### src/rtl/socket_regs_pkg.sv
// constants shared by the socket register block and its status sampler
package socket_regs_pkg;

  // ****************************************************************
  // widths
  // ****************************************************************
  localparam int unsigned DATA_W   = 32;
  localparam int unsigned OFF_W    = 12;
  localparam int unsigned EVENT_W  = 4;
  localparam int unsigned CAPS_W   = 4;
  // pins sampled: detect one, detect two, status change, powered, identifying,
  // card reset, ready, cardbus type, 16-bit type, not-a-card, four voltage caps
  localparam int unsigned SYNC_W   = 14;

  // ****************************************************************
  // register offsets from the socket base
  // ****************************************************************
  localparam logic [OFF_W-1:0] OFF_EVENT_FLAGS  = 12'h000;
  localparam logic [OFF_W-1:0] OFF_IRQ_ENABLES  = 12'h004;
  localparam logic [OFF_W-1:0] OFF_LIVE_STATUS  = 12'h008;
  localparam logic [OFF_W-1:0] OFF_EVENT_FORCE  = 12'h00C;
  localparam logic [OFF_W-1:0] OFF_CONTROL      = 12'h010;
  localparam logic [OFF_W-1:0] OFF_POWER_CTRL   = 12'h020;

  // ****************************************************************
  // field positions
  // ****************************************************************
  localparam int unsigned BIT_STATUS_CHANGE = 0;
  localparam int unsigned BIT_DETECT_ONE    = 1;
  localparam int unsigned BIT_DETECT_TWO    = 2;
  localparam int unsigned BIT_POWER_CYCLE   = 3;
  localparam int unsigned BIT_CARD_16BIT    = 4;
  localparam int unsigned BIT_CARD_CARDBUS  = 5;
  localparam int unsigned BIT_READY_LEVEL   = 6;
  localparam int unsigned BIT_NOT_A_CARD    = 7;
  localparam int unsigned BIT_CAPS_LO       = 10;
  localparam int unsigned BIT_SUPPLY_5V     = 28;
  localparam int unsigned BIT_SUPPLY_3V     = 29;

  // sampler vector positions
  localparam int unsigned SYN_DETECT_ONE  = 0;
  localparam int unsigned SYN_DETECT_TWO  = 1;
  localparam int unsigned SYN_STATUS      = 2;
  localparam int unsigned SYN_POWERED     = 3;
  localparam int unsigned SYN_IDENTIFYING = 4;
  localparam int unsigned SYN_CARD_RESET  = 5;
  localparam int unsigned SYN_READY       = 6;
  localparam int unsigned SYN_CARDBUS     = 7;
  localparam int unsigned SYN_16BIT       = 8;
  localparam int unsigned SYN_NOT_A_CARD  = 9;
  localparam int unsigned SYN_CAPS_LO     = 10;

  // ****************************************************************
  // reset values and masks
  // ****************************************************************
  localparam logic [DATA_W-1:0]  EVENT_FLAGS_RESET = 32'h0000_0000;
  localparam logic [DATA_W-1:0]  IRQ_ENABLE_RESET  = 32'h0000_0000;
  localparam logic [DATA_W-1:0]  CONTROL_RESET     = 32'h0000_0000;
  localparam logic [DATA_W-1:0]  POWER_CTRL_RESET  = 32'h0000_0000;
  localparam logic [DATA_W-1:0]  BASE_RESET        = 32'h0000_0000;
  localparam logic [DATA_W-1:0]  LIVE_SUPPLY_BITS  = 32'h3000_0000;
  // force bits that stick into the live status view (card info fields)
  localparam logic [DATA_W-1:0]  FORCE_STICKY_MASK = 32'h0000_3FB0;
  localparam logic [SYNC_W-1:0]  SYNC_RESET        = 14'h0003;
  localparam logic [1:0]         DETECT_MASK_ON    = 2'h3;

endpackage

### src/rtl/cardbus_socket_event_regs.sv
// socket event, enable, live status and force registers of one card socket
`timescale 1ns/100ps
`default_nettype none
module cardbus_socket_event_regs (
  input  wire logic                                  SYS_CLK_I,
  input  wire logic                                  RESET_N_I,
  input  wire logic                                  CFG_BASE_WE_I,
  input  wire logic [socket_regs_pkg::DATA_W-1:0]    CFG_BASE_DATA_I,
  output var  logic [socket_regs_pkg::DATA_W-1:0]    CFG_BASE_O,
  input  wire logic                                  MEM_SEL_I,
  input  wire logic                                  MEM_WRITE_I,
  input  wire logic [socket_regs_pkg::DATA_W-1:0]    MEM_ADDR_I,
  input  wire logic [3:0]                            MEM_BE_I,
  input  wire logic [socket_regs_pkg::DATA_W-1:0]    MEM_WDATA_I,
  output var  logic [socket_regs_pkg::DATA_W-1:0]    MEM_RDATA_O,
  output var  logic                                  MEM_ACK_O,
  input  wire logic                                  DETECT_ONE_N_I,
  input  wire logic                                  DETECT_TWO_N_I,
  input  wire logic                                  STATUS_CHANGE_I,
  input  wire logic                                  SOCKET_POWERED_I,
  input  wire logic                                  CARD_IDENTIFYING_I,
  input  wire logic                                  CARD_RESET_I,
  input  wire logic                                  CARD_READY_I,
  input  wire logic                                  CARD_IS_CARDBUS_I,
  input  wire logic                                  CARD_IS_16BIT_I,
  input  wire logic                                  CARD_NOT_RECOGNISED_I,
  input  wire logic [socket_regs_pkg::CAPS_W-1:0]    CARD_VOLTAGE_CAPS_I,
  output var  logic [socket_regs_pkg::DATA_W-1:0]    CONTROL_O,
  output var  logic [socket_regs_pkg::DATA_W-1:0]    POWER_CTRL_O,
  output var  logic                                  STATUS_CHANGE_INTERRUPT_O
);
  import socket_regs_pkg::*;

  // ****************************************************************
  // slot sampling
  // ****************************************************************
  logic [SYNC_W-1:0] raw_pins;
  logic [SYNC_W-1:0] synced;
  logic              detect_one_status;
  logic              detect_two_status;

  assign raw_pins = {CARD_VOLTAGE_CAPS_I, CARD_NOT_RECOGNISED_I, CARD_IS_16BIT_I,
                     CARD_IS_CARDBUS_I, CARD_READY_I, CARD_RESET_I, CARD_IDENTIFYING_I,
                     SOCKET_POWERED_I, STATUS_CHANGE_I, DETECT_TWO_N_I, DETECT_ONE_N_I};

  socket_status_sync u_sync (
    .SYS_CLK_I    (SYS_CLK_I),
    .RESET_N_I    (RESET_N_I),
    .raw_i        (raw_pins),
    .synced_o     (synced),
    .detect_one_o (detect_one_status),
    .detect_two_o (detect_two_status)
  );

  logic status_change_level;
  logic socket_powered_status;
  logic identifying;
  logic card_reset;

  assign status_change_level   = synced[SYN_STATUS];
  assign socket_powered_status = synced[SYN_POWERED];
  assign identifying           = synced[SYN_IDENTIFYING];
  assign card_reset            = synced[SYN_CARD_RESET];

  // ****************************************************************
  // bus decode
  // ****************************************************************
  logic [DATA_W-1:0] base_reg;
  logic              hit;
  logic [OFF_W-1:0]  offset;
  logic [DATA_W-1:0] byte_mask;
  logic [DATA_W-1:0] wdata_masked;
  logic              wr_event;
  logic              wr_enable;
  logic              wr_force;
  logic              wr_control;
  logic              wr_power;

  // the 4 KB socket window is found through this socket's own base only
  assign hit          = MEM_SEL_I && (MEM_ADDR_I[DATA_W-1:OFF_W] == base_reg[DATA_W-1:OFF_W]);
  assign offset       = {MEM_ADDR_I[OFF_W-1:2], 2'h0};
  assign byte_mask    = {{8{MEM_BE_I[3]}}, {8{MEM_BE_I[2]}}, {8{MEM_BE_I[1]}}, {8{MEM_BE_I[0]}}};
  assign wdata_masked = MEM_WDATA_I & byte_mask;
  assign wr_event     = hit && MEM_WRITE_I && (offset == OFF_EVENT_FLAGS);
  assign wr_enable    = hit && MEM_WRITE_I && (offset == OFF_IRQ_ENABLES);
  assign wr_force     = hit && MEM_WRITE_I && (offset == OFF_EVENT_FORCE);
  assign wr_control   = hit && MEM_WRITE_I && (offset == OFF_CONTROL);
  assign wr_power     = hit && MEM_WRITE_I && (offset == OFF_POWER_CTRL);

  always_ff @(posedge SYS_CLK_I or negedge RESET_N_I) begin
    if (!RESET_N_I) begin
      base_reg <= BASE_RESET;
    end else if (CFG_BASE_WE_I) begin
      base_reg <= {CFG_BASE_DATA_I[DATA_W-1:OFF_W], {OFF_W{1'b0}}};
    end
  end

  assign CFG_BASE_O = base_reg;

  // ****************************************************************
  // change detection
  // ****************************************************************
  logic               prev_valid_reg;
  logic               prev_powered_reg;
  logic               prev_detect_one_reg;
  logic               prev_detect_two_reg;
  logic               prev_status_reg;
  logic               prev_card_reset_reg;
  logic               prev_identifying_reg;
  logic               card_present;
  logic               status_edge;
  logic               reset_release;
  logic [EVENT_W-1:0] hw_set;
  logic [EVENT_W-1:0] force_set;
  logic [EVENT_W-1:0] clear_req;

  always_ff @(posedge SYS_CLK_I or negedge RESET_N_I) begin
    if (!RESET_N_I) begin
      prev_valid_reg       <= 1'b0;
      prev_powered_reg     <= 1'b0;
      prev_detect_one_reg  <= 1'b1;
      prev_detect_two_reg  <= 1'b1;
      prev_status_reg      <= 1'b0;
      prev_card_reset_reg  <= 1'b0;
      prev_identifying_reg <= 1'b0;
    end else begin
      prev_valid_reg       <= 1'b1;
      prev_powered_reg     <= socket_powered_status;
      prev_detect_one_reg  <= detect_one_status;
      prev_detect_two_reg  <= detect_two_status;
      prev_status_reg      <= status_change_level;
      prev_card_reset_reg  <= card_reset;
      prev_identifying_reg <= identifying;
    end
  end

  logic [DATA_W-1:0] card_info_reg;

  assign card_present  = !detect_one_status && !detect_two_status;
  assign reset_release = prev_valid_reg && prev_card_reset_reg && !card_reset;
  // cardbus cards signal on the rising edge only, 16-bit cards on either
  assign status_edge   = card_info_reg[BIT_CARD_CARDBUS] ?
                         (status_change_level && !prev_status_reg) :
                         (status_change_level != prev_status_reg);

  always_comb begin
    hw_set = '0;
    if (prev_valid_reg) begin
      hw_set[BIT_POWER_CYCLE]   = socket_powered_status != prev_powered_reg;
      hw_set[BIT_DETECT_TWO]    = detect_two_status != prev_detect_two_reg;
      hw_set[BIT_DETECT_ONE]    = detect_one_status != prev_detect_one_reg;
      hw_set[BIT_STATUS_CHANGE] = status_edge;
    end
    // leaving card reset with the condition still standing raises it again
    if (reset_release) begin
      hw_set[BIT_STATUS_CHANGE] = hw_set[BIT_STATUS_CHANGE] | status_change_level;
      hw_set[BIT_DETECT_ONE]    = hw_set[BIT_DETECT_ONE] | !detect_one_status;
      hw_set[BIT_DETECT_TWO]    = hw_set[BIT_DETECT_TWO] | !detect_two_status;
    end
  end

  assign force_set = wr_force ? wdata_masked[EVENT_W-1:0] : '0;
  assign clear_req = wr_event ? wdata_masked[EVENT_W-1:0] : '0;

  // ****************************************************************
  // event flags and enables
  // ****************************************************************
  logic [EVENT_W-1:0] event_flags_reg;
  logic [EVENT_W-1:0] irq_enable_reg;
  logic [EVENT_W-1:0] enabled_events;

  // a set in the same cycle as its clear wins, so no event is lost;
  // enables are not consulted here
  always_ff @(posedge SYS_CLK_I or negedge RESET_N_I) begin
    if (!RESET_N_I) begin
      event_flags_reg <= EVENT_FLAGS_RESET[EVENT_W-1:0];
    end else begin
      event_flags_reg <= (event_flags_reg & ~clear_req) | hw_set | force_set;
    end
  end

  always_ff @(posedge SYS_CLK_I or negedge RESET_N_I) begin
    if (!RESET_N_I) begin
      irq_enable_reg <= IRQ_ENABLE_RESET[EVENT_W-1:0];
    end else if (wr_enable) begin
      irq_enable_reg <= (irq_enable_reg & ~byte_mask[EVENT_W-1:0]) |
                        wdata_masked[EVENT_W-1:0];
    end
  end

  // reserved detect codes 01 and 10 are treated as disabled
  assign enabled_events[BIT_POWER_CYCLE]   = irq_enable_reg[BIT_POWER_CYCLE];
  assign enabled_events[BIT_DETECT_TWO]    =
    irq_enable_reg[BIT_DETECT_TWO:BIT_DETECT_ONE] == DETECT_MASK_ON;
  assign enabled_events[BIT_DETECT_ONE]    =
    irq_enable_reg[BIT_DETECT_TWO:BIT_DETECT_ONE] == DETECT_MASK_ON;
  assign enabled_events[BIT_STATUS_CHANGE] = irq_enable_reg[BIT_STATUS_CHANGE];

  // software must clear stale flags first, or enabling fires at once
  always_ff @(posedge SYS_CLK_I or negedge RESET_N_I) begin
    if (!RESET_N_I) begin
      STATUS_CHANGE_INTERRUPT_O <= 1'b0;
    end else begin
      STATUS_CHANGE_INTERRUPT_O <= |(event_flags_reg & enabled_events);
    end
  end

  // ****************************************************************
  // card information and force overlay
  // ****************************************************************
  logic              insertion_done;
  logic [DATA_W-1:0] forced_info_reg;
  logic [DATA_W-1:0] card_info_next;

  assign insertion_done = prev_identifying_reg && !identifying && card_present;

  always_comb begin
    card_info_next = '0;
    card_info_next[BIT_CAPS_LO +: CAPS_W] = synced[SYN_CAPS_LO +: CAPS_W];
    card_info_next[BIT_NOT_A_CARD]        = synced[SYN_NOT_A_CARD];
    card_info_next[BIT_CARD_CARDBUS]      = synced[SYN_CARDBUS];
    card_info_next[BIT_CARD_16BIT]        = synced[SYN_16BIT];
  end

  // forced card fields last until the next real interrogation replaces them
  always_ff @(posedge SYS_CLK_I or negedge RESET_N_I) begin
    if (!RESET_N_I) begin
      card_info_reg   <= '0;
      forced_info_reg <= '0;
    end else if (insertion_done) begin
      card_info_reg   <= card_info_next;
      forced_info_reg <= '0;
    end else if (wr_force) begin
      forced_info_reg <= forced_info_reg | (wdata_masked & FORCE_STICKY_MASK);
    end
  end

  logic [DATA_W-1:0] live_status;

  always_comb begin
    live_status = LIVE_SUPPLY_BITS | card_info_reg | forced_info_reg;
    live_status[BIT_READY_LEVEL]   = synced[SYN_READY];
    live_status[BIT_POWER_CYCLE]   = socket_powered_status;
    live_status[BIT_DETECT_TWO]    = detect_two_status;
    live_status[BIT_DETECT_ONE]    = detect_one_status;
    live_status[BIT_STATUS_CHANGE] = status_change_level;
  end

  // ****************************************************************
  // control and power registers
  // ****************************************************************
  always_ff @(posedge SYS_CLK_I or negedge RESET_N_I) begin
    if (!RESET_N_I) begin
      CONTROL_O    <= CONTROL_RESET;
      POWER_CTRL_O <= POWER_CTRL_RESET;
    end else begin
      if (wr_control) begin
        CONTROL_O <= (CONTROL_O & ~byte_mask) | wdata_masked;
      end
      if (wr_power) begin
        POWER_CTRL_O <= (POWER_CTRL_O & ~byte_mask) | wdata_masked;
      end
    end
  end

  // ****************************************************************
  // read path
  // ****************************************************************
  logic [DATA_W-1:0] read_mux;

  // unmapped offsets and the write-only force register read as zero
  always_comb begin
    case (offset)
      OFF_EVENT_FLAGS: read_mux = {{(DATA_W-EVENT_W){1'b0}}, event_flags_reg};
      OFF_IRQ_ENABLES: read_mux = {{(DATA_W-EVENT_W){1'b0}}, irq_enable_reg};
      OFF_LIVE_STATUS: read_mux = live_status;
      OFF_CONTROL:     read_mux = CONTROL_O;
      OFF_POWER_CTRL:  read_mux = POWER_CTRL_O;
      default:         read_mux = '0;
    endcase
  end

  always_ff @(posedge SYS_CLK_I or negedge RESET_N_I) begin
    if (!RESET_N_I) begin
      MEM_ACK_O   <= 1'b0;
      MEM_RDATA_O <= '0;
    end else begin
      MEM_ACK_O   <= hit;
      MEM_RDATA_O <= (hit && !MEM_WRITE_I) ? read_mux : '0;
    end
  end
endmodule
`default_nettype wire

### src/rtl/socket_status_sync.sv
// two-stage sampler for slot pins, with card-detect hold during identification
`timescale 1ns/100ps
`default_nettype none
module socket_status_sync (
  input  wire logic                                SYS_CLK_I,
  input  wire logic                                RESET_N_I,
  input  wire logic [socket_regs_pkg::SYNC_W-1:0]  raw_i,
  output var  logic [socket_regs_pkg::SYNC_W-1:0]  synced_o,
  output var  logic                                detect_one_o,
  output var  logic                                detect_two_o
);
  import socket_regs_pkg::*;

  logic [SYNC_W-1:0] stage1_reg;
  logic [SYNC_W-1:0] stage2_reg;

  // ****************************************************************
  // synchronisers
  // ****************************************************************
  genvar gi;
  generate
    for (gi = 0; gi < SYNC_W; gi++) begin : g_sync
      always_ff @(posedge SYS_CLK_I or negedge RESET_N_I) begin
        if (!RESET_N_I) begin
          stage1_reg[gi] <= SYNC_RESET[gi];
          stage2_reg[gi] <= SYNC_RESET[gi];
        end else begin
          stage1_reg[gi] <= raw_i[gi];
          stage2_reg[gi] <= stage1_reg[gi];
        end
      end
    end
  endgenerate

  assign synced_o = stage2_reg;

  // ****************************************************************
  // card-detect hold
  // ****************************************************************
  // the detect pins are driven by identification itself; freezing here
  // keeps those probe pulses out of both status and events
  always_ff @(posedge SYS_CLK_I or negedge RESET_N_I) begin
    if (!RESET_N_I) begin
      detect_one_o <= 1'b1;
      detect_two_o <= 1'b1;
    end else if (!stage2_reg[SYN_IDENTIFYING]) begin
      detect_one_o <= stage2_reg[SYN_DETECT_ONE];
      detect_two_o <= stage2_reg[SYN_DETECT_TWO];
    end
  end

endmodule
`default_nettype wire

### config.mk
export PLATFORM = sky130hd
export DESIGN_NAME = cardbus_socket_event_regs
export DESIGN_NICKNAME = d
export VERILOG_FILES = /design/src/rtl/socket_regs_pkg.sv /design/src/rtl/cardbus_socket_event_regs.sv /design/src/rtl/socket_status_sync.sv
export SDC_FILE = /design/constraint.sdc
export NUM_CORES = 1
export LEC_CHECK = 0
export BUFFER_PORTS_ARGS = -buffer_cell sky130_fd_sc_hd__buf_4
export CAP_MARGIN = 20
export CORE_MARGIN = 2
export CORE_UTILIZATION = 44
export CTS_BUF_LIST = sky130_fd_sc_hd__clkbuf_4 sky130_fd_sc_hd__clkbuf_8
export DETAILED_ROUTE_END_ITERATION = 10
export MAX_ROUTING_LAYER = met4
export PLACE_DENSITY = 0.79
export SYNTH_ARGS = -nofsm -noshare
export SYNTH_HDL_FRONTEND = slang
export SYNTH_SLANG_ARGS = --single-unit
### constraint.sdc
create_clock -name SYS_CLK_I -period 2.78 [get_ports SYS_CLK_I]
set_clock_uncertainty 0.2 [all_clocks]
set_input_delay 0.139 -clock SYS_CLK_I [delete_from_list [all_inputs] [get_ports SYS_CLK_I]]
set_output_delay 0.139 -clock SYS_CLK_I [all_outputs]
set_load 0.02 [all_outputs]
==> flow_summary_export.csv, run 1 <==
group,metric,value,unit
die,start_util,0.4485,
power_and_ir_drop,p_leak,5.179,nW
die,die_y,133.8,um
synth,synth-edff-count,0,
die,std_cell_rows,47,
setup_path,cpMaxStageDelayCell,"or4_4",
setup_path,crit_buf_inv,1,
power_and_ir_drop,total_power,5.287,mW
grt,grt_pass1_wl,31.86,mm
setup_path,cp_cell_sequence,"nor2b_1, or3_1, or4_4, nor4_4, buf_12, mux2_2",
die,core,16520,sq um
sta,setup_viol,0,
synth,yosysTopAreaCell,"dfrtp_1",
grt,grt_max_degree,72,
die,die_x,133.8,um
route,dr.first_iter.drc_count,285,
sta,slew_violations,0,
die,die-area,17900,sq um
sta,post-route-min-period,2.681,ns
setup_path,critPathArrivalTime,2.82,ns
final_layout,area_delta_synth_final,47.29,%
route,vias_per_cell,5.168,
setup_path,critPathKind,"reg2reg",
setup_path,start_kind,"flop",
synth,ys_async_sr_fraction,1.000,
job,drv_cap,0,
outcome,status,"finished, final reports clean",
clock_network,cts_sinks,179,
clock_network,clockBufferDepth,2,
setup_path,crit_family,"simple AND/OR/NAND/NOR gates",
grt,grt_pass1_vias,6155,
sta,clock.fmax,372.9,MHz
synth,synthFlopType,"dfrtp_1",
placed_design,dpl.hpwl,13.35,mm
final_layout,final_layout_size_suffix_gt1_frac,0.4816,
final_layout,largestRegisters,"CONTROL_O x32, MEM_RDATA_O x32, POWER_CTRL_O x32",
placed_design,pre_cts_slack,-0.2028,ns
synth,ys_ff_latch,179,
route,first_pass_iters,5,
synth,synth_cell_types,47,
synth,synth.most_common_cell,"dfrtp_1",
route,antenna_left,0,
final_layout,antenna_cells,0,
die,ios,249,
sta,tns,0,ns
synth,yosysWarningCount,0,
sta,hold_viol_final,0,
power_and_ir_drop,ir_drop,0.0003610,V
setup_path,worstPathMaxFanout,8,
synth,synth_seq_area_share,0.6058,
route,drt_wl_total,20.06,mm
clock_network,cts_buffers,17,
route,drcViolationCount,0,
final_layout,finish.instance_area,10920,sq um
clock_network,cts_tree,"built",
placed_design,finalWeightedCongestion,0.8112,
synth,synthTopCellsByArea,"dfrtp_1, mux2_2, dfstp_2",
setup_path,cp-end-kind,"flop",
synth,yosysTopAreaCellShare,0.5774,
grt,grt_usage,0.2363,
sta,rsz0062_at_grt,"false",
setup_path,cp_slowest_stage_delay,0.58,ns
clock_network,root_buffer,"clkbuf_8",
sta,worst_pin_slew,1.064,ns
sta,slew-limit-headroom,0.2908,
clock_network,clkSlewWorstSetupHoldPaths,0.09,ns
route,wl_per_cell,17.93,um
clock_network,h-tree-depth,4,
sta,fin_crit_sh,0.9645,
synth,syn-mean-instance-area,13.60,sq um
synth,synth_cells,545,
placed_design,io_buffers,222,
sta,setup_ws,0.09863,ns
min_path,hold_path_class,"in2reg",
synth,synth_common_cells,"dfrtp_1, mux2_2, nand2_1",
route,vias,5783,
grt,overflow,0,
sta,holdWs,0.01182,ns
synth,synth_area,7411,sq um
placed_design,post_dp_cell_area,9512,sq um
grt,antenna_found_initial,0,
clock_network,clk_latency,0.47,ns
power_and_ir_drop,p_per_area,484.4,nW/um^2
final_layout,nNetsFinal,1006,
setup_path,cp.required,2.92,ns
==> layout make-up <==
| type | instances | area, sq um |
|---|---|---|
| Inverter | 8 | 30.03 |
| Fill cell | 1218 | 5609 |
| Sequential cell | 179 | 4489 |
| Clock inverter | 11 | 148.9 |
| Timing Repair Buffer | 348 | 2944 |
| Multi-Input combinational cell | 332 | 2751 |
| Tap cell | 220 | 275.3 |
| Clock buffer | 21 | 276.5 |
==> report_power, final <==
group          internal (mW)  switching [mW]
Combinational          0.343           0.291
Sequential              2.71          0.0643
Clock                  0.964           0.919
Total                   4.01            1.27
==> what timing repair did <==
item,CTS,global route
setup endpoints to repair,32,13
resized for setup,1,2
gates cloned,0,1
buffers inserted,0,0
hold endpoints to repair,211,0
hold buffers,94,0
pin swaps,0,1
==> final timing paths <==
kind / startpoint / endpoint / slack, ns / depth (start not counted)
max: CFG_BASE_O[12] / CONTROL_O[31] / 0.1 / 6
min: MEM_BE_I[1] / forced_info_reg[8] / 0.01 / 6
max reg2reg: CFG_BASE_O[12] / CONTROL_O[31] / 0.1 / 6
min reg2reg: u_sync.stage1_reg[5] / u_sync.synced_o[5] / 0.15 / 0
max in group asynchronous: RESET_N_I / prev_detect_two_reg / 1.52 / 3
min in group asynchronous: RESET_N_I / u_sync.stage1_reg[10] / 0.06 / 2
==> metal layers <==
metal  track usage  share of wire  vias up
met2        0.3877           0.51      221
li1              -              -     2647
met5             -              0        -
met1        0.2871           0.42     2879
met4       0.08983          0.021        0
met3       0.05253          0.055       36
==> logic make-up after synthesis <==
group / Yosys count / share of synthesized area
AO/OA/AOI/OAI: 72 / 0.07969
XOR/XNOR: 13 / 0.01536
adder cells (fa/ha/maj): 2 / 0.003039
buffers and inverters: 45 / 0.03208
flip-flops: 179 / 0.6058
multiplexers: 94 / 0.1428
other: 2 / 0.001013
AND/OR/NAND/NOR: 138 / 0.1202
==> cell usage in the layout (no fill, tap or decap), types with 13 or more instances in the layout <==
cell type / n
clkbuf_8: 19
nor3_2: 21
dfrtp_1: 171
buf_4: 246
mux2_2: 94
conb_1: 13
dlygate4sd3_1: 94
o21ai_0: 19
nand2_1: 44
a22oi_1: 21
==> metrics by stage <==
step                      cells    util
final                      1119  0.6606
after global routing       1119  0.6606
after CTS                  1118  0.6585
after detailed placement    992  0.5756
after global placement      992  0.5756
after floorplan             556       -
==> worst reg2reg max path, cell delays in order (launching register included) <==
cell and delay (ns):
dfrtp_1 0.40, nor2b_1 0.15, or3_1 0.43, or4_4 0.58, nor4_4 0.30, buf_12 0.17, mux2_2 0.33
(Power assumes the default switching activity.)
==> run 2, diff against run 1 <==
--- a/config.mk
+++ b/config.mk
@@ -10,9 +10,10 @@
 export CORE_MARGIN = 2
 export CORE_UTILIZATION = 44
 export CTS_BUF_LIST = sky130_fd_sc_hd__clkbuf_4 sky130_fd_sc_hd__clkbuf_8
+export CTS_CLUSTER_DIAMETER = 60
 export DETAILED_ROUTE_END_ITERATION = 10
 export MAX_ROUTING_LAYER = met4
-export PLACE_DENSITY = 0.79
+export PLACE_DENSITY = 0.74
 export SYNTH_ARGS = -nofsm -noshare
 export SYNTH_HDL_FRONTEND = slang
 export SYNTH_SLANG_ARGS = --single-unit
==> run 2 against run 1 <==
Net effect: non-clock buffer count rose by 1; maximum frequency decreased by 0.48%; final cell count about the same; largest cell class unchanged; highest routed layer unchanged; routed wire length grew 5.7%; core utilization is 0.27 points lower; critical endpoint is now CONTROL_O[21]; via count rose by 2.0%; total power is 1.2% lower.
==> flow_summary_export.csv, run 2 (synthesized netlist as in run 1, its figures left out) <==
group,metric,value,unit
outcome,status,"finished, final reports clean",
setup_path,cp-end-kind,"flop",
grt,grt_max_degree,116,
grt,grt_usage,0.2482,
setup_path,rrSetupSlack,0.09,ns
die,die_y,133.8,um
route,dr.first_iter.drc_count,425,
placed_design,dp_cells,991,
clock_network,cts_buffers,17,
final_layout,final_cell_mix,"buf_4, dfrtp_1, dlygate4sd3_1",
die,core,16520,sq um
route,drt_wl_total,21.21,mm
sta,holdWs,0.03660,ns
placed_design,io_buffers,222,
setup_path,critPathArrivalTime,2.84,ns
route,drcViolationCount,0,
clock_network,h-tree-depth,4,
setup_path,worstPathMaxFanout,8,
route,antenna_left,0,
grt,grt_pass1_wl,33.47,mm
final_layout,final_cell_count_no_fill,1120,
final_layout,nNetsFinal,1007,
die,start_util,0.4485,
route,wl_per_cell,18.94,um
setup_path,cpMaxStageDelayCell,"or4_1",
sta,setup_viol,0,
die,std_cell_rows,47,
final_layout,area_delta_synth_final,46.70,%
setup_path,cp.required,2.92,ns
power_and_ir_drop,total_power,5.221,mW
grt,overflow,0,
final_layout,fillers,1218,
sta,post-route-min-period,2.694,ns
final_layout,largestRegisters,"CONTROL_O x32, MEM_RDATA_O x32, POWER_CTRL_O x32",
sta,slew-limit-headroom,0.2776,
die,die_x,133.8,um
setup_path,cp_cell_sequence,"nor2b_1, or3_4, or4_1, buf_6, nor4_4, buf_4, mux2_2",
route,vias,5900,
sta,hold_viol_final,0,
grt,antenna_found_initial,0,
clock_network,root_buffer,"clkbuf_8",
clock_network,clkSlewWorstSetupHoldPaths,0.10,ns
final_layout,final_common_cell,"buf_4",
setup_path,r2r_end,"CONTROL_O[21]",
placed_design,pre_cts_slack,-0.1545,ns
setup_path,critPathKind,"reg2reg",
sta,setup_ws,0.08560,ns
final_layout,antenna_cells,0,
sta,clock.fmax,371.1,MHz
die,ios,249,
min_path,hold_path_class,"in2reg",
min_path,holdPathStages,6,
route,vias_per_cell,5.268,
placed_design,finalWeightedCongestion,0.8627,
clock_network,clockBufferDepth,2,
sta,fin_crit_sh,0.9692,
power_and_ir_drop,p_per_area,480.3,nW/um^2
job,drv_cap,0,
grt,grt_pass1_vias,6428,
clock_network,clk_latency,0.46,ns
route,first_pass_iters,7,
sta,rsz0062_at_grt,"false",
sta,worst_pin_slew,1.084,ns
min_path,min_from,"MEM_BE_I[1]",
sta,slew_violations,0,
setup_path,start_kind,"flop",
power_and_ir_drop,ir_drop,0.0003617,V
die,die-area,17900,sq um
placed_design,dpl.hpwl,14.26,mm
final_layout,final_layout_size_suffix_gt1_frac,0.4811,
setup_path,cp_slowest_stage_delay,0.51,ns
power_and_ir_drop,p_leak,5.158,nW
setup_path,regToRegStartpoint,"CFG_BASE_O[12]",
clock_network,cts_sinks,179,
setup_path,r2r_cells,7,
clock_network,cts_tree,"built",
min_path,whs_endpoint,"forced_info_reg[8]",
-- run 2: metal layers --
layer / wire [um] / GRT usage / vias up / part of all wire
li1: - / - / 2642 / -
met1: 8694 / 0.2987 / 2978 / 0.41
met2: 11010 / 0.4271 / 238 / 0.52
met3: 1114 / 0.04346 / 42 / 0.053
met4: 391 / 0.07920 / 0 / 0.018
met5: 0 / - / - / 0
-- run 2: repair_timing --
| action | in CTS | in global routing |
|---|---|---|
| setup buffers | 0 | 1 |
| gates resized for setup | 0 | 7 |
| endpoints found under the hold margin | 288 | 0 |
| hold buffers | 95 | 0 |
| setup endpoints to repair | 0 | 39 |
-- run 2: how the worst max path moves through the flow --
stage	cells past startpoint	end	slack (ns)	startpoint
global placement	7	MEM_RDATA_O[0]	-0.12	MEM_ADDR_I[7]
finish	7	CONTROL_O[21]	0.09	CFG_BASE_O[12]
CTS	7	POWER_CTRL_O[24]	0.03	CFG_BASE_O[12]
detailed placement	7	MEM_RDATA_O[1]	-0.15	MEM_ADDR_I[7]
global route	7	POWER_CTRL_O[24]	0.003	CFG_BASE_O[12]
floorplan	6	CONTROL_O[16]	0.0007	CFG_BASE_O[12]
-- run 2: per-stage QoR --
step                cell area (sq um)    util  TNS (ns)
finish                          10870  0.6579         0
global route                    10870  0.6579         0
CTS                             10810  0.6542         0
detailed placement               9454  0.5721    -3.055
global placement                 9454  0.5721    -2.590
floorplan                        7456       -         0
-- run 2: cell type report --
class                           count  area [sq um]  area share
Clock buffer                       19         255.2     0.02348
Clock inverter                     13         150.1     0.01381
Inverter                            8         30.03    0.002762
Multi-Input combinational cell    332          2753      0.2532
Sequential cell                   179          4489      0.4129
Tap cell                          220         275.3     0.02532
Timing Repair Buffer              349          2919      0.2685
-- run 2: where the power goes --
group,internal (mW),switching (mW),total [mW],leakage (nW)
Sequential,2.71,0.0649,2.77,2.33
Combinational,0.344,0.295,0.639,2.63
Clock,0.848,0.963,1.81,0.206
Total,3.90,1.32,5.22,5.16
-- run 2: worst max-delay path: cells and delay by family, from the launching register on --
kind          cells  cell delay, ns
simple gates      4            1.24
buf+inv           2            0.39
flops             1            0.39
mux               1            0.35
==> run 3, diff against run 2 <==
--- a/config.mk
+++ b/config.mk
@@ -14,6 +14,8 @@
 export DETAILED_ROUTE_END_ITERATION = 10
 export MAX_ROUTING_LAYER = met4
 export PLACE_DENSITY = 0.74
+export SKIP_LAST_GASP = 1
 export SYNTH_ARGS = -nofsm -noshare
 export SYNTH_HDL_FRONTEND = slang
+export SYNTH_HIERARCHICAL = 1
 export SYNTH_SLANG_ARGS = --single-unit
==> run 3 against run 2 <==
Net effect: combinational power is 3% lower; sequential power hardly changed; critical endpoint is now irq_enable_reg[0]; highest routed layer unchanged; die area is 2.5% lower; setup slack got worse by 0.031 ns; sequential share of layout area rose by 0.86 points; clock-buffer cell count grew 2; clock power about the same.
==> flow_summary_export.csv, run 3 <==
group,metric,value,unit
power_and_ir_drop,ir_drop,0.0003277,V
synth,synthFlopType,"dfrtp_1",
route,antenna_left,0,
grt,overflow,0,
power_and_ir_drop,total_power,5.224,mW
synth,synth_seq_area_share,0.6218,
synth,synth-edff-count,0,
clock_network,clkSlewWorstSetupHoldPaths,0.09,ns
route,vias,5847,
synth,yosysWarningCount,6,
die,std_cell_rows,46,
clock_network,cts_tree,"built",
grt,grt_pass1_vias,6279,
synth,synth_compound_area_frac,0.08076,
setup_path,cp.required,2.92,ns
route,wl_per_cell,18.48,um
min_path,hold_path_class,"in2async",
setup_path,cp-end-kind,"flop",
final_layout,area_delta_synth_final,47.50,%
placed_design,dp_cells,988,
setup_path,critPathArrivalTime,2.86,ns
die,die_y,132.1,um
sta,post-route-min-period,2.725,ns
sta,slew-limit-headroom,0.4084,
setup_path,regToRegStartpoint,"CFG_BASE_O[29]",
clock_network,clk_latency,0.45,ns
synth,synth_top_family_by_area,"multiplexers",
final_layout,final_common_cell,"buf_4",
route,wl_met1,8.406,mm
setup_path,crit_family,"simple AND/OR/NAND/NOR gates",
placed_design,io_buffers,222,
setup_path,endpoint,"irq_enable_reg[0]",
synth,synth_area,7219,sq um
job,drv_cap,0,
setup_path,startpoint,"CFG_BASE_O[29]",
route,dr.max_layer_used,"met4",
setup_path,worst-path-stages,7,
sta,fin_crit_sh,0.9803,
route,vias_per_cell,5.249,
route,drt_wl_total,20.59,mm
setup_path,crit_buf_inv,2,
sta,rsz0062_at_grt,"true",
die,start_util,0.4528,
setup_path,r2r_end,"irq_enable_reg[0]",
final_layout,multiInputGateArea,2544,sq um
synth,synth_cells,551,
synth,ys_ff_latch,179,
placed_design,dpl.hpwl,13.74,mm
power_and_ir_drop,p_leak,5.213,nW
setup_path,rrSetupSlack,0.05,ns
final_layout,largestRegisters,"CONTROL_O x32, MEM_RDATA_O x32, POWER_CTRL_O x32",
final_layout,final_core_util,0.6679,
sta,slew_violations,0,
final_layout,final_layout_size_suffix_gt1_frac,0.4276,
placed_design,post_dp_cell_area,9265,sq um
synth,ys_async_sr_fraction,1.000,
synth,synth_common_cells,"dfrtp_1, mux2_2, nand2_1",
final_layout,nNetsFinal,1007,
die,core,15940,sq um
synth,muxShareOfSynthArea,0.1404,
clock_network,cts_buffers,17,
final_layout,final_cell_mix,"buf_4, dfrtp_1, dlygate4sd3_1",
synth,yosys.area_share.simple,0.1012,
final_layout,final_cell_count_no_fill,1114,
route,first_pass_iters,6,
synth,synth_cell_types,45,
grt,grt_max_degree,63,
die,die_x,132.1,um
sta,worst_pin_slew,0.8850,ns
die,die-area,17450,sq um
setup_path,cp_slowest_stage_delay,0.58,ns
synth,yosysTopAreaCell,"dfrtp_1",
sta,clock.fmax,366.9,MHz
setup_path,worstPathMaxFanout,9,
final_layout,antenna_cells,0,
sta,tns,0,ns
grt,grt_usage,0.2477,
grt,grt_pass1_wl,32.71,mm
clock_network,cts_sinks,179,
synth,yosysTopAreaCellShare,0.5927,
route,wl_met2,10.40,mm
die,ios,249,
synth,synthTopCellsByArea,"dfrtp_1, mux2_2, dfstp_2",
final_layout,fillers,1122,
route,dr_wl_met3,1.041,mm
final_layout,seq_area,4489,sq um
clock_network,root_buffer,"clkbuf_8",
sta,setup_viol,0,
route,dr.first_iter.drc_count,306,
outcome,status,"finished, final reports clean",
sta,hold_viol_final,0,
setup_path,r2r_cells,7,
setup_path,cp_cell_sequence,"xor2_1, a221o_1, or4_1, buf_6, nor4_2, buf_4, mux2_2",
synth,synth_xor_area_frac,0.01820,
setup_path,start_kind,"flop",
clock_network,h-tree-depth,4,
synth,syn-mean-instance-area,13.10,sq um
synth,synthAdderAreaFrac,0.003120,
placed_design,finalWeightedCongestion,0.8710,
power_and_ir_drop,p_per_area,490.5,nW/um^2
clock_network,clockBufferDepth,2,
grt,antenna_found_initial,0,
setup_path,critPathKind,"reg2reg",
clock_network,post_cts_buffers,0,
route,drcViolationCount,0,
setup_path,cpMaxStageDelayCell,"or4_1",
synth,synth.most_common_cell,"dfrtp_1",
final_layout,finish.instance_area,10650,sq um
==> run 3: cell count changes in the layout (fill, tap and decap cells not counted), moves of 5 or more <==
cell	delta
nor2_1	+25
nor3_2	-21
a21oi_1	+13
inv_1	+9
buf_4	-8
a311oi_2	-7
mux2_2	-7
nand4_1	-6
xnor2_1	+6
clkinv_4	-5
nand3_1	+5
nor2b_1	-5
==> run 3: cells by family after synthesis <==
| logic type | after synthesis |
|---|---|
| adder cells (fa/ha/maj) | 2 |
| multiplexers | 90 |
| flip-flops | 179 |
| XOR/XNOR | 15 |
| other | 2 |
| buffers and inverters | 52 |
| AO/OA/AOI/OAI | 82 |
| AND/OR/NAND/NOR | 129 |
==> run 3: timing repair <==
action	4_1_cts	5_1_grt
gates resized for setup	1	2
endpoints found under the setup margin	9	50
cloned	0	0
hold endpoints to repair	256	0
pin swaps	0	1
hold buffers	96	0
==> run 3: routing by layer <==
| layer | GRT usage | vias to the layer above |
|---|---|---|
| met2 | 0.4034 | 250 |
| li1 | - | 2620 |
| met1 | 0.3000 | 2916 |
| met4 | 0.1153 | 0 |
| met5 | - | - |
| met3 | 0.04652 | 61 |
==> run 3: power breakdown <==
group	switching [mW]	internal (mW)	total, mW
Sequential	0.0658	2.70	2.77
Combinational	0.289	0.333	0.622
Clock	0.878	0.959	1.84
Total	1.23	3.99	5.22
==> run 3: area by class of cell <==
type / count / share of cell area
inverters: 17 / 0.005992
repair buffers: 341 / 0.2695
clock inverters: 9 / 0.01210
multi-input cells: 331 / 0.2389
flip-flops and latches: 179 / 0.4216
well taps: 216 / 0.02538
clock buffers: 21 / 0.02655
==> run 3: per-stage QoR <==
stage | hold slack, ns | setup slack [ns]
global placement | -0.04515 | 0.06965
global route | 0.06132 | -0.03282
finish | 0.03140 | 0.05464
detailed placement | -0.04544 | 0.02542
floorplan | -0.3566 | 0.02157
CTS | 0.01378 | 0.06624
==> run 3: how the worst min path moves through the flow <==
stage / start / endpoint / slack [ns] / depth (start not counted)
6_report: RESET_N_I / CFG_BASE_O[18] / 0.03 / 2
5_1_grt: RESET_N_I / CFG_BASE_O[18] / 0.06 / 2
4_1_cts: MEM_BE_I[0] / event_flags_reg[1] / 0.01 / 5
3_5_place_dp: RESET_N_I / CFG_BASE_O[18] / -0.05 / 1
3_3_place_gp: RESET_N_I / CFG_BASE_O[12] / -0.05 / 1
2_1_floorplan: RESET_N_I / CFG_BASE_O[12] / -0.36 / 0
